$ cat src/shared/dadc_params.svh
`ifndef DADC_PARAMS_SVH
`define DADC_PARAMS_SVH

// Converter word and pipeline figures
`define DADC_WORD_W      10
`define DADC_LATENCY     5
`define DADC_FIFO_DEPTH  32

// Indicator lag behind the converter clock level
`define DADC_CLK_PS      8000
`define DADC_LAG_PS      6000
`define DADC_LAG_RAW     (`DADC_LAG_PS / `DADC_CLK_PS)
`define DADC_LAG_CYC     ((`DADC_LAG_RAW < 1) ? 1 : `DADC_LAG_RAW)

// Register offsets (byte addresses)
`define DADC_ADDR_W      4
`define DADC_OFF_CTRL    4'h0
`define DADC_OFF_STATUS  4'h4
`define DADC_OFF_COUNT   4'h8
`define DADC_OFF_LAST    4'hC

// Control register fields and reset value
`define DADC_CTRL_SLEEP  0
`define DADC_CTRL_PDOWN  1
`define DADC_CTRL_RESET  2'h0

// Status register fields
`define DADC_ST_STATE_LO 0
`define DADC_ST_UNDERRUN 2
`define DADC_ST_LEVEL_LO 8

`endif

$ cat src/shared/dadc_pkg.sv
package dadc_pkg;

  // Power state of the converter core
  typedef enum logic [1:0] {
    DADC_RUN   = 2'b00,
    DADC_SLEEP = 2'b01,
    DADC_DOWN  = 2'b10
  } dadc_power_e;

  typedef logic [9:0] dadc_word_t;

endpackage

$ cat src/core/dadc_top.sv
//Contract
//RQ1: Format high gives two's complement words, low gives offset binary.
//RQ2: Sleep high stops both channels, bias stays; low converts normally.
//RQ3: Power-down high enters full power-down; low operates normally.
//RQ4: Output enable low drives the data bus; high releases it.
//RQ5: Indicator is 1 for first channel word, 0 for second.
//RQ6: Indicator follows converter clock level, lagging it by about 6 ns; code lags it by one 8 ns clk cycle.
//RQ7: Ten three-state data bits, bit 0 least and bit 9 most significant.
//RQ8: One channel word at a time; receiver uses indicator to demultiplex.
//RQ9: Sample on rise; first word 5 rises later, second on following fall.
//RQ10: Power-down with outputs enabled holds the last data on the bus.
//RQ11: Receiver registers each word when data and indicator are stable.
//RQ12: Receiver ignores words after wake-up until pipeline latency passes.
`timescale 1ns/100ps
`include "dadc_params.svh"

module dadc_top #(
  parameter int WORD_W     = `DADC_WORD_W,
  parameter int LATENCY    = `DADC_LATENCY,
  parameter int FIFO_DEPTH = `DADC_FIFO_DEPTH,
  parameter int LAG_CYC    = `DADC_LAG_CYC
) (
  input  wire logic                      clk,
  input  wire logic                      rst_b,
  // Converter clock level, sampled on clk
  input  wire logic                      conv_clk,
  // Quantised sample pairs from the front end
  input  wire logic [WORD_W-1:0]         input_pair_one,
  input  wire logic [WORD_W-1:0]         input_pair_two,
  input  wire logic                      sample_valid,
  output logic                           sample_ready,
  // Control pins
  input  wire logic                      format_twos,
  input  wire logic                      sleep_input,
  input  wire logic                      power_down_input,
  input  wire logic                      out_enable_b,
  // Shared three-state sample bus and channel indicator
  output logic [WORD_W-1:0]              sample_bus_out,
  output logic                           sample_bus_oe,
  output logic                           chan_ind,
  // Register port
  input  wire logic [`DADC_ADDR_W-1:0]   reg_addr,
  input  wire logic [31:0]               reg_wdata,
  input  wire logic                      reg_wr,
  input  wire logic                      reg_rd,
  output logic [31:0]                    reg_rdata
);
  localparam int PAIR_W = 2 * WORD_W;
  localparam int LVL_W  = $clog2(FIFO_DEPTH) + 1;

  // Word coding: the core works in offset binary
  function automatic logic [WORD_W-1:0] code_word(input logic [WORD_W-1:0] w,
                                                  input logic twos);
    code_word = twos ? {~w[WORD_W-1], w[WORD_W-2:0]} : w;
  endfunction

  // Register decode helper
  function automatic logic addr_is(input logic [`DADC_ADDR_W-1:0] a,
                                   input logic [`DADC_ADDR_W-1:0] off);
    addr_is = (a == off);
  endfunction

  dadc_pkg::dadc_power_e power_reg;
  dadc_pkg::dadc_power_e power_next;

  logic [1:0]          ctrl_reg;
  logic                conv_q_reg;
  logic                rise;
  logic                fall;
  logic                fifo_out_valid;
  logic                fifo_pop;
  logic [PAIR_W-1:0]   fifo_out_data;
  logic [LVL_W-1:0]    fifo_level;
  logic [WORD_W-1:0]   pipe_a [0:LATENCY-1];
  logic [WORD_W-1:0]   pipe_b [0:LATENCY-1];
  logic [WORD_W-1:0]   samp_a;
  logic [WORD_W-1:0]   samp_b;
  logic [WORD_W-1:0]   last_a_reg;
  logic [WORD_W-1:0]   last_b_reg;
  logic [WORD_W-1:0]   hold_b_reg;
  logic [WORD_W-1:0]   bus_reg;
  logic                oe_reg;
  logic                underrun_reg;
  logic [31:0]         count_reg;
  logic [31:0]         rdata_reg;
  logic                running;
  logic                lag_hold;
  logic                lag_out;

  // Converter clock edges from the sampled level
  assign rise = conv_clk && !conv_q_reg;
  assign fall = !conv_clk && conv_q_reg;

  always_ff @(posedge clk) begin
    if (!rst_b) begin
      conv_q_reg <= 1'b0;
    end else begin
      conv_q_reg <= conv_clk;
    end
  end

  // Power state from pins and software overrides
  always_comb begin
    power_next = dadc_pkg::DADC_RUN;
    // RQ3: full power-down
    if (power_down_input || ctrl_reg[`DADC_CTRL_PDOWN]) begin
      power_next = dadc_pkg::DADC_DOWN;
    // RQ2: sleep disables channels
    end else if (sleep_input || ctrl_reg[`DADC_CTRL_SLEEP]) begin
      power_next = dadc_pkg::DADC_SLEEP;
    end
  end

  always_ff @(posedge clk) begin
    if (!rst_b) begin
      power_reg <= dadc_pkg::DADC_RUN;
    end else begin
      case (power_reg)
        dadc_pkg::DADC_RUN: begin
          power_reg <= power_next;
        end
        dadc_pkg::DADC_SLEEP: begin
          power_reg <= power_next;
        end
        dadc_pkg::DADC_DOWN: begin
          power_reg <= power_next;
        end
        default: begin
          power_reg <= dadc_pkg::DADC_RUN;
        end
      endcase
    end
  end

  assign running  = (power_reg == dadc_pkg::DADC_RUN);
  assign lag_hold = (power_reg == dadc_pkg::DADC_DOWN);

  // Input buffer, drained once per converter rise while running
  assign fifo_pop = running && rise && fifo_out_valid;

  dadc_fifo #(
    .WIDTH (PAIR_W),
    .DEPTH (FIFO_DEPTH)
  ) u_fifo (
    .clk       (clk),
    .rst_b     (rst_b),
    .in_valid  (sample_valid),
    .in_ready  (sample_ready),
    .in_data   ({input_pair_one, input_pair_two}),
    .out_valid (fifo_out_valid),
    .out_ready (running && rise),
    .out_data  (fifo_out_data),
    .level     (fifo_level)
  );

  // Repeat the last pair when the buffer runs dry
  assign samp_a = fifo_out_valid ? fifo_out_data[PAIR_W-1:WORD_W] : last_a_reg;
  assign samp_b = fifo_out_valid ? fifo_out_data[WORD_W-1:0] : last_b_reg;

  always_ff @(posedge clk) begin
    if (!rst_b) begin
      last_a_reg <= '0;
      last_b_reg <= '0;
    end else if (fifo_pop) begin
      last_a_reg <= samp_a;
      last_b_reg <= samp_b;
    end
  end

  // RQ9: sample on rise, shift latency pipeline
  always_ff @(posedge clk) begin
    if (!rst_b) begin
      for (int i = 0; i < LATENCY; i++) begin
        pipe_a[i] <= '0;
        pipe_b[i] <= '0;
      end
    end else if (running && rise) begin
      pipe_a[0] <= samp_a;
      pipe_b[0] <= samp_b;
      for (int i = 1; i < LATENCY; i++) begin
        pipe_a[i] <= pipe_a[i-1];
        pipe_b[i] <= pipe_b[i-1];
      end
    end
  end

  // Second channel word waits for the falling edge
  always_ff @(posedge clk) begin
    if (!rst_b) begin
      hold_b_reg <= '0;
    end else if (running && rise) begin
      hold_b_reg <= pipe_b[LATENCY-1];
    end
  end

  // RQ8: one channel word at a time on the bus
  always_ff @(posedge clk) begin
    if (!rst_b) begin
      bus_reg <= '0;
    // RQ10: power-down holds last data
    end else if (power_reg == dadc_pkg::DADC_DOWN) begin
      bus_reg <= bus_reg;
    // RQ9: first word on rise, second on fall
    end else if (running && rise) begin
      // RQ1: output coding
      bus_reg <= code_word(pipe_a[LATENCY-1], format_twos);
    end else if (running && fall) begin
      bus_reg <= code_word(hold_b_reg, format_twos);
    end
  end

  // RQ4: drive enable follows active-low pin
  always_ff @(posedge clk) begin
    if (!rst_b) begin
      oe_reg <= 1'b0;
    end else begin
      oe_reg <= !out_enable_b;
    end
  end

  // RQ7: bit 0 is LSB, bit 9 is MSB
  assign sample_bus_out = bus_reg;
  assign sample_bus_oe  = oe_reg;

  // RQ6: indicator tracks clock level with lag
  dadc_lag #(
    .DEPTH (LAG_CYC)
  ) u_lag (
    .clk   (clk),
    .rst_b (rst_b),
    .hold  (lag_hold),
    .din   (conv_clk),
    .dout  (lag_out)
  );

  // RQ5: high marks first channel word
  assign chan_ind = lag_out;

  // Sticky underrun flag, set wins over the clearing write
  always_ff @(posedge clk) begin
    if (!rst_b) begin
      underrun_reg <= 1'b0;
    end else if (running && rise && !fifo_out_valid) begin
      underrun_reg <= 1'b1;
    end else if (reg_wr && addr_is(reg_addr, `DADC_OFF_STATUS)
                 && reg_wdata[`DADC_ST_UNDERRUN]) begin
      underrun_reg <= 1'b0;
    end
  end

  // Converted pair counter, cleared by a write to it; a counting rise wins over the write
  always_ff @(posedge clk) begin
    if (!rst_b) begin
      count_reg <= '0;
    end else if (running && rise) begin
      count_reg <= count_reg + 32'h0000_0001;
    end else if (reg_wr && addr_is(reg_addr, `DADC_OFF_COUNT)) begin
      count_reg <= '0;
    end
  end

  // Control register write
  always_ff @(posedge clk) begin
    if (!rst_b) begin
      ctrl_reg <= `DADC_CTRL_RESET;
    end else if (reg_wr && addr_is(reg_addr, `DADC_OFF_CTRL)) begin
      ctrl_reg <= reg_wdata[1:0];
    end
  end

  // Read data, valid the cycle after the read strobe only
  always_ff @(posedge clk) begin
    if (!rst_b) begin
      rdata_reg <= '0;
    end else if (!reg_rd) begin
      rdata_reg <= '0;
    end else if (addr_is(reg_addr, `DADC_OFF_CTRL)) begin
      rdata_reg <= {30'h0, ctrl_reg};
    end else if (addr_is(reg_addr, `DADC_OFF_STATUS)) begin
      rdata_reg <= '0;
      rdata_reg[`DADC_ST_STATE_LO +: 2]     <= power_reg;
      rdata_reg[`DADC_ST_UNDERRUN]          <= underrun_reg;
      rdata_reg[`DADC_ST_LEVEL_LO +: LVL_W] <= fifo_level;
    end else if (addr_is(reg_addr, `DADC_OFF_COUNT)) begin
      rdata_reg <= count_reg;
    end else if (addr_is(reg_addr, `DADC_OFF_LAST)) begin
      rdata_reg <= {12'h000, last_a_reg, last_b_reg};
    end else begin
      rdata_reg <= '0;
    end
  end

  assign reg_rdata = rdata_reg;
endmodule

$ cat src/core/dadc_fifo.sv
`timescale 1ns/100ps
// Sample pair buffer with valid/ready on both sides
module dadc_fifo #(
  parameter int WIDTH = 20,
  parameter int DEPTH = 32
) (
  input  wire logic                       clk,
  input  wire logic                       rst_b,
  input  wire logic                       in_valid,
  output logic                            in_ready,
  input  wire logic [WIDTH-1:0]           in_data,
  output logic                            out_valid,
  input  wire logic                       out_ready,
  output logic [WIDTH-1:0]                out_data,
  output logic [$clog2(DEPTH):0]          level
);
  localparam int AW = $clog2(DEPTH);

  logic [WIDTH-1:0] mem [0:DEPTH-1];
  logic [AW-1:0]    wr_ptr_reg;
  logic [AW-1:0]    rd_ptr_reg;
  logic [AW:0]      count_reg;
  logic             push;
  logic             pop;

  // Handshakes on both sides
  assign in_ready  = (count_reg != DEPTH[AW:0]);
  assign out_valid = (count_reg != '0);
  assign push      = in_valid && in_ready;
  assign pop       = out_valid && out_ready;
  assign out_data  = mem[rd_ptr_reg];
  assign level     = count_reg;

  // Storage write
  always_ff @(posedge clk) begin
    if (push) begin
      mem[wr_ptr_reg] <= in_data;
    end
  end

  // Pointers and fill count
  always_ff @(posedge clk) begin
    if (!rst_b) begin
      wr_ptr_reg <= '0;
      rd_ptr_reg <= '0;
      count_reg  <= '0;
    end else begin
      if (push) begin
        wr_ptr_reg <= (wr_ptr_reg == AW'(DEPTH - 1)) ? '0 : wr_ptr_reg + 1'b1;
      end
      if (pop) begin
        rd_ptr_reg <= (rd_ptr_reg == AW'(DEPTH - 1)) ? '0 : rd_ptr_reg + 1'b1;
      end
      if (push && !pop) begin
        count_reg <= count_reg + 1'b1;
      end else if (pop && !push) begin
        count_reg <= count_reg - 1'b1;
      end
    end
  end
endmodule

$ cat src/core/dadc_lag.sv
`timescale 1ns/100ps
// Delay line for the channel indicator, frozen while hold is high
module dadc_lag #(
  parameter int DEPTH = 1
) (
  input  wire logic clk,
  input  wire logic rst_b,
  input  wire logic hold,
  input  wire logic din,
  output logic      dout
);
  logic [DEPTH-1:0] line_reg;

  assign dout = line_reg[DEPTH-1];

  // Shift the level through DEPTH flops
  always_ff @(posedge clk) begin
    if (!rst_b) begin
      line_reg <= '0;
    end else if (!hold) begin
      line_reg <= DEPTH'({line_reg, din});
    end
  end
endmodule

$ cat config.mk
export PLATFORM = sky130hd
export DESIGN_NAME = dadc_top
export DESIGN_NICKNAME = d
export VERILOG_FILES = /design/src/shared/dadc_pkg.sv /design/src/core/dadc_top.sv /design/src/core/dadc_fifo.sv /design/src/core/dadc_lag.sv
export VERILOG_INCLUDE_DIRS = /design/src /design/src/shared
export SDC_FILE = /design/constraint.sdc
export NUM_CORES = 1
export LEC_CHECK = 0
export BUFFER_PORTS_ARGS = -buffer_cell sky130_fd_sc_hd__buf_4
export CORE_MARGIN = 2
export CORE_UTILIZATION = 35
export CTS_CLUSTER_SIZE = 28
export DETAILED_ROUTE_END_ITERATION = 12
export GPL_TIMING_DRIVEN = 1
export PLACE_DENSITY_LB_ADDON = 0.12
export SYNTH_ARGS = -nofsm -noshare
export SYNTH_HDL_FRONTEND = slang
export SYNTH_HIERARCHICAL = 1
export SYNTH_SLANG_ARGS = --single-unit
export TNS_END_PERCENT = 100
$ cat constraint.sdc
create_clock -name clk -period 4.7 [get_ports clk]
set_input_delay 0.47 -clock clk [delete_from_list [all_inputs] [get_ports clk]]
set_output_delay 0.47 -clock clk [all_outputs]
set_load 0.01 [all_outputs]
==> impl_results.md <==
- Finished Layout Cells: approximately 3,600
- # Max-Cap Violations: 0
- Final hold violation count: 0
- CTS tree: done
- Total chip power: approximately 18 mW
- Cell family with most CP delay: compound AO/OA/AOI/OAI gates
- # placed instances: 3,376
- CP max stage delay: 590 ps
- Die X: 316 um
- TritonRoute pass-1 iters: 5
- Cells along the critical path: or4_4, o31ai_4, inv_4, ha_1, inv_1, ha_1, a211o_1, o221a_1, a21oi_1, nand4b_1
- Mapped Area: 34,000 um^2
- Biggest register: u_fifo/mem
- Setup TNS: 0 ps
- Setup WS post-layout: 1230 ps
- Area Growth Syn to Fin: 16.4%
- Period utilization: 73.8%
- GPL Wtd Cong: 0.792
- DR iter-0 viols: around 1,400
- Slew headroom: slightly below 30%
- Kind of critical path: flop to flop
- # diodes: 0
- Top Metal Used: met4
- Status: finished, final reports clean
- Maximum VDD drop: 307 uV
- Top flop regs: u_fifo/mem x640, pipe_a x50, pipe_b x50
- Post-synth ARST share: 0%
- DP Worst Slack: 1310 ps
- Worst min-delay path class: input port to flop
- Wirelength per Cell: 22.4 um
- Primary FF master, synth: edfxtp_1
- Root Buffer: clkbuf_16
- CP max FO: 9
- Filler cell count: 8,787
- Core Rows: between 100 and 150
- CP bufs+invs: 2
- Wire length on met1: 35,400 um
- Vias in the first global route: 18,500
- Pwr dens: between 400 and 500 nW/um^2
- Fin nets: ~2,300
- Final setup viols: 0
- Post-route ant nets: 0
- Wire length on met2: 38,600 um
- Most frequent CP cell: ha_1
- Io pins: 111
- Post-detail-place hpwl: 49,400 um
- Fmax: between 200 and 300 MHz
- Clock transition at path regs: 60 ps
- Buffers on Ports: 81
- RSZ-0062 raised after global routing: no
- Post-synth EDFFs: between 700 and 800
- Total routed wirelength: 79,500 um
- Register area: around 25,000 um^2
- Worst-margin pin slew: 1050 ps
- CTS Sinks: between 800 and 900
- Worst setup EP type: flop
- Seq/Total Area, Yosys: about three quarters
- Grt total ovfl: 0
- Layout cells sized above 1: 18.8%
- Largest net degree at the start of global routing: 90
- Final-report max-slew violation count: 0
- Yosys warns: 6
- Post-CTS Setup Bufs: 0
- Max reg flops: 640
- Met3 WL: 3670 um
- Synth unique cells: between 60 and 70
- First-pass GRT wire length: around 120,000 um
- Via density per instance: approximately 5.2
- Initial core utilization: 35.3%
- PostCTS Resize Cnt: 0
- Crit path DAT: 4030 ps
- Flops & latches, synth: 873
- Post-synthesis cell count: 2,085
- Synth Area per Inst: 16.3 um^2
- Worst-Skew Late Latency: 650 ps
- Tot GR Track Use: 16.1%
- Total CTS buffers: 96
- Static leakage: approximately 13 nW
- Req. time, crit path: 5260 ps
- Clock skew: between 30 and 40 ps
- DR vias: 18,300
- Area occupied by multi-input gates: 8670 um^2
- Initial antenna violation count: 0
- Die Area: 99,600 um^2
- Post-route DRC: 0
- Depth of the CTS H-tree: 3
- Longest Clk Path Bufs: 3
- Startpoint Class: flop
- Crit path time final: ~3500 ps
- Syn_nets: 2,166
- Die H: 316 um
- Worst path slowest cell: or4_4
- Core ar.: 96,400 um^2
[worst min-delay path: stages]
cell and delay (ps):
buf_4 80, nor2_1 40, nor2_1 70
[worst paths after layout]
check	from	endpoint	slack [ps]	cells past startpoint
worst min register to register	hold_b_reg[0]	hold_b_reg[0]	460	2
worst min-delay path	power_down_input	power_reg[1]	70	3
worst max register to register	u_fifo/level[0]	u_fifo/level[5]	1230	10
worst max-delay path	u_fifo/level[0]	u_fifo/level[5]	1230	10
[layout make-up]
cell class	count	share of cell area, %
multi-input combinational	1072	21.9
clock buffer	129	6.86
tap	1276	4.04
timing repair buffer	139	2.87
clock inverter	45	1.23
sequential	873	62.9
inverter	17	0.168
[synthesized netlist by cell type (all sizes together), types with 2 or more instances]
library cell,instances,area share [%]
edfxtp,740,65
mux2i,202,5.9
dfxtp,133,7.8
a22oi,128,2.8
nor2,122,1.4
nand2,101,1.2
and3,92,1.7
mux4,82,5.4
clkbuf,80,0.89
a21oi,71,1.0
nand3,64,0.94
buf,43,0.64
nand4,35,0.66
o21ai,30,0.44
inv,17,0.20
and2,16,0.29
ha,14,0.52
nor3,14,0.25
o31ai,10,0.30
a31oi,9,0.17
mux2,8,0.26
nor2b,8,0.15
or3,8,0.15
or4,8,0.19
o21a,6,0.13
nand3b,5,0.11
or2,5,0.092
a211oi,3,0.066
nor4,3,0.099
o211ai,3,0.066
or4b,3,0.088
nand4b,2,0.052
or3b,2,0.052
xor2,2,0.052
[cells in the final DEF, fill, tap and decap left out, drive strengths merged, types with 29 or more instances in the layout]
master	n
dfxtp	133
mux4	82
clkinv	29
nand4	35
nor2	122
nand3	64
and3	92
nand2	101
edfxtp	740
mux2i	202
a22oi	128
o21ai	30
buf	138
a21oi	71
clkbuf	129
[where the power goes]
| part | total, mW | internal [mW] | switching, mW |
|---|---|---|---|
| registers | 8.76 | 8.62 | 0.149 |
| logic | 1.44 | 0.507 | 0.928 |
| clock network | 7.50 | 4.50 | 3.00 |
| total | 17.7 | 13.6 | 4.08 |
[layer usage]
metal | GRT usage, % | vias up
met5 | 0 | -
met2 | 26.9 | 426
li1 | - | 8434
met1 | 21.7 | 9320
met3 | 2.51 | 109
met4 | 4.46 | 0
[cells by family (layout without fill, tap and decap cells)]
family / Yosys count / in the layout / synth area share [%]
flip-flops: 873 / 873 / 73.2
adder cells (fa/ha/maj): 15 / 15 / 0.574
multiplexers: 292 / 292 / 11.6
XOR/XNOR: 2 / 2 / 0.0515
AND/OR/NAND/NOR: 494 / 494 / 7.53
buffers and inverters: 140 / 330 / 1.73
AO/OA/AOI/OAI: 269 / 269 / 5.28
[stage by stage]
step	hold WS, ps	util, %	instance area (um^2)
CTS	26.1	41.0	39600
finish	69.1	41.0	39600
global placement	444	37.7	36300
floorplan	435	-	34000
global route	38.3	41.0	39600
detailed placement	449	37.7	36300
[timing repair]
action                                  CTS  global route
hold buffers                              1             0
endpoints found under the hold margin     1             0
endpoints found under the setup margin    0             0
(Power assumes the default switching activity.)
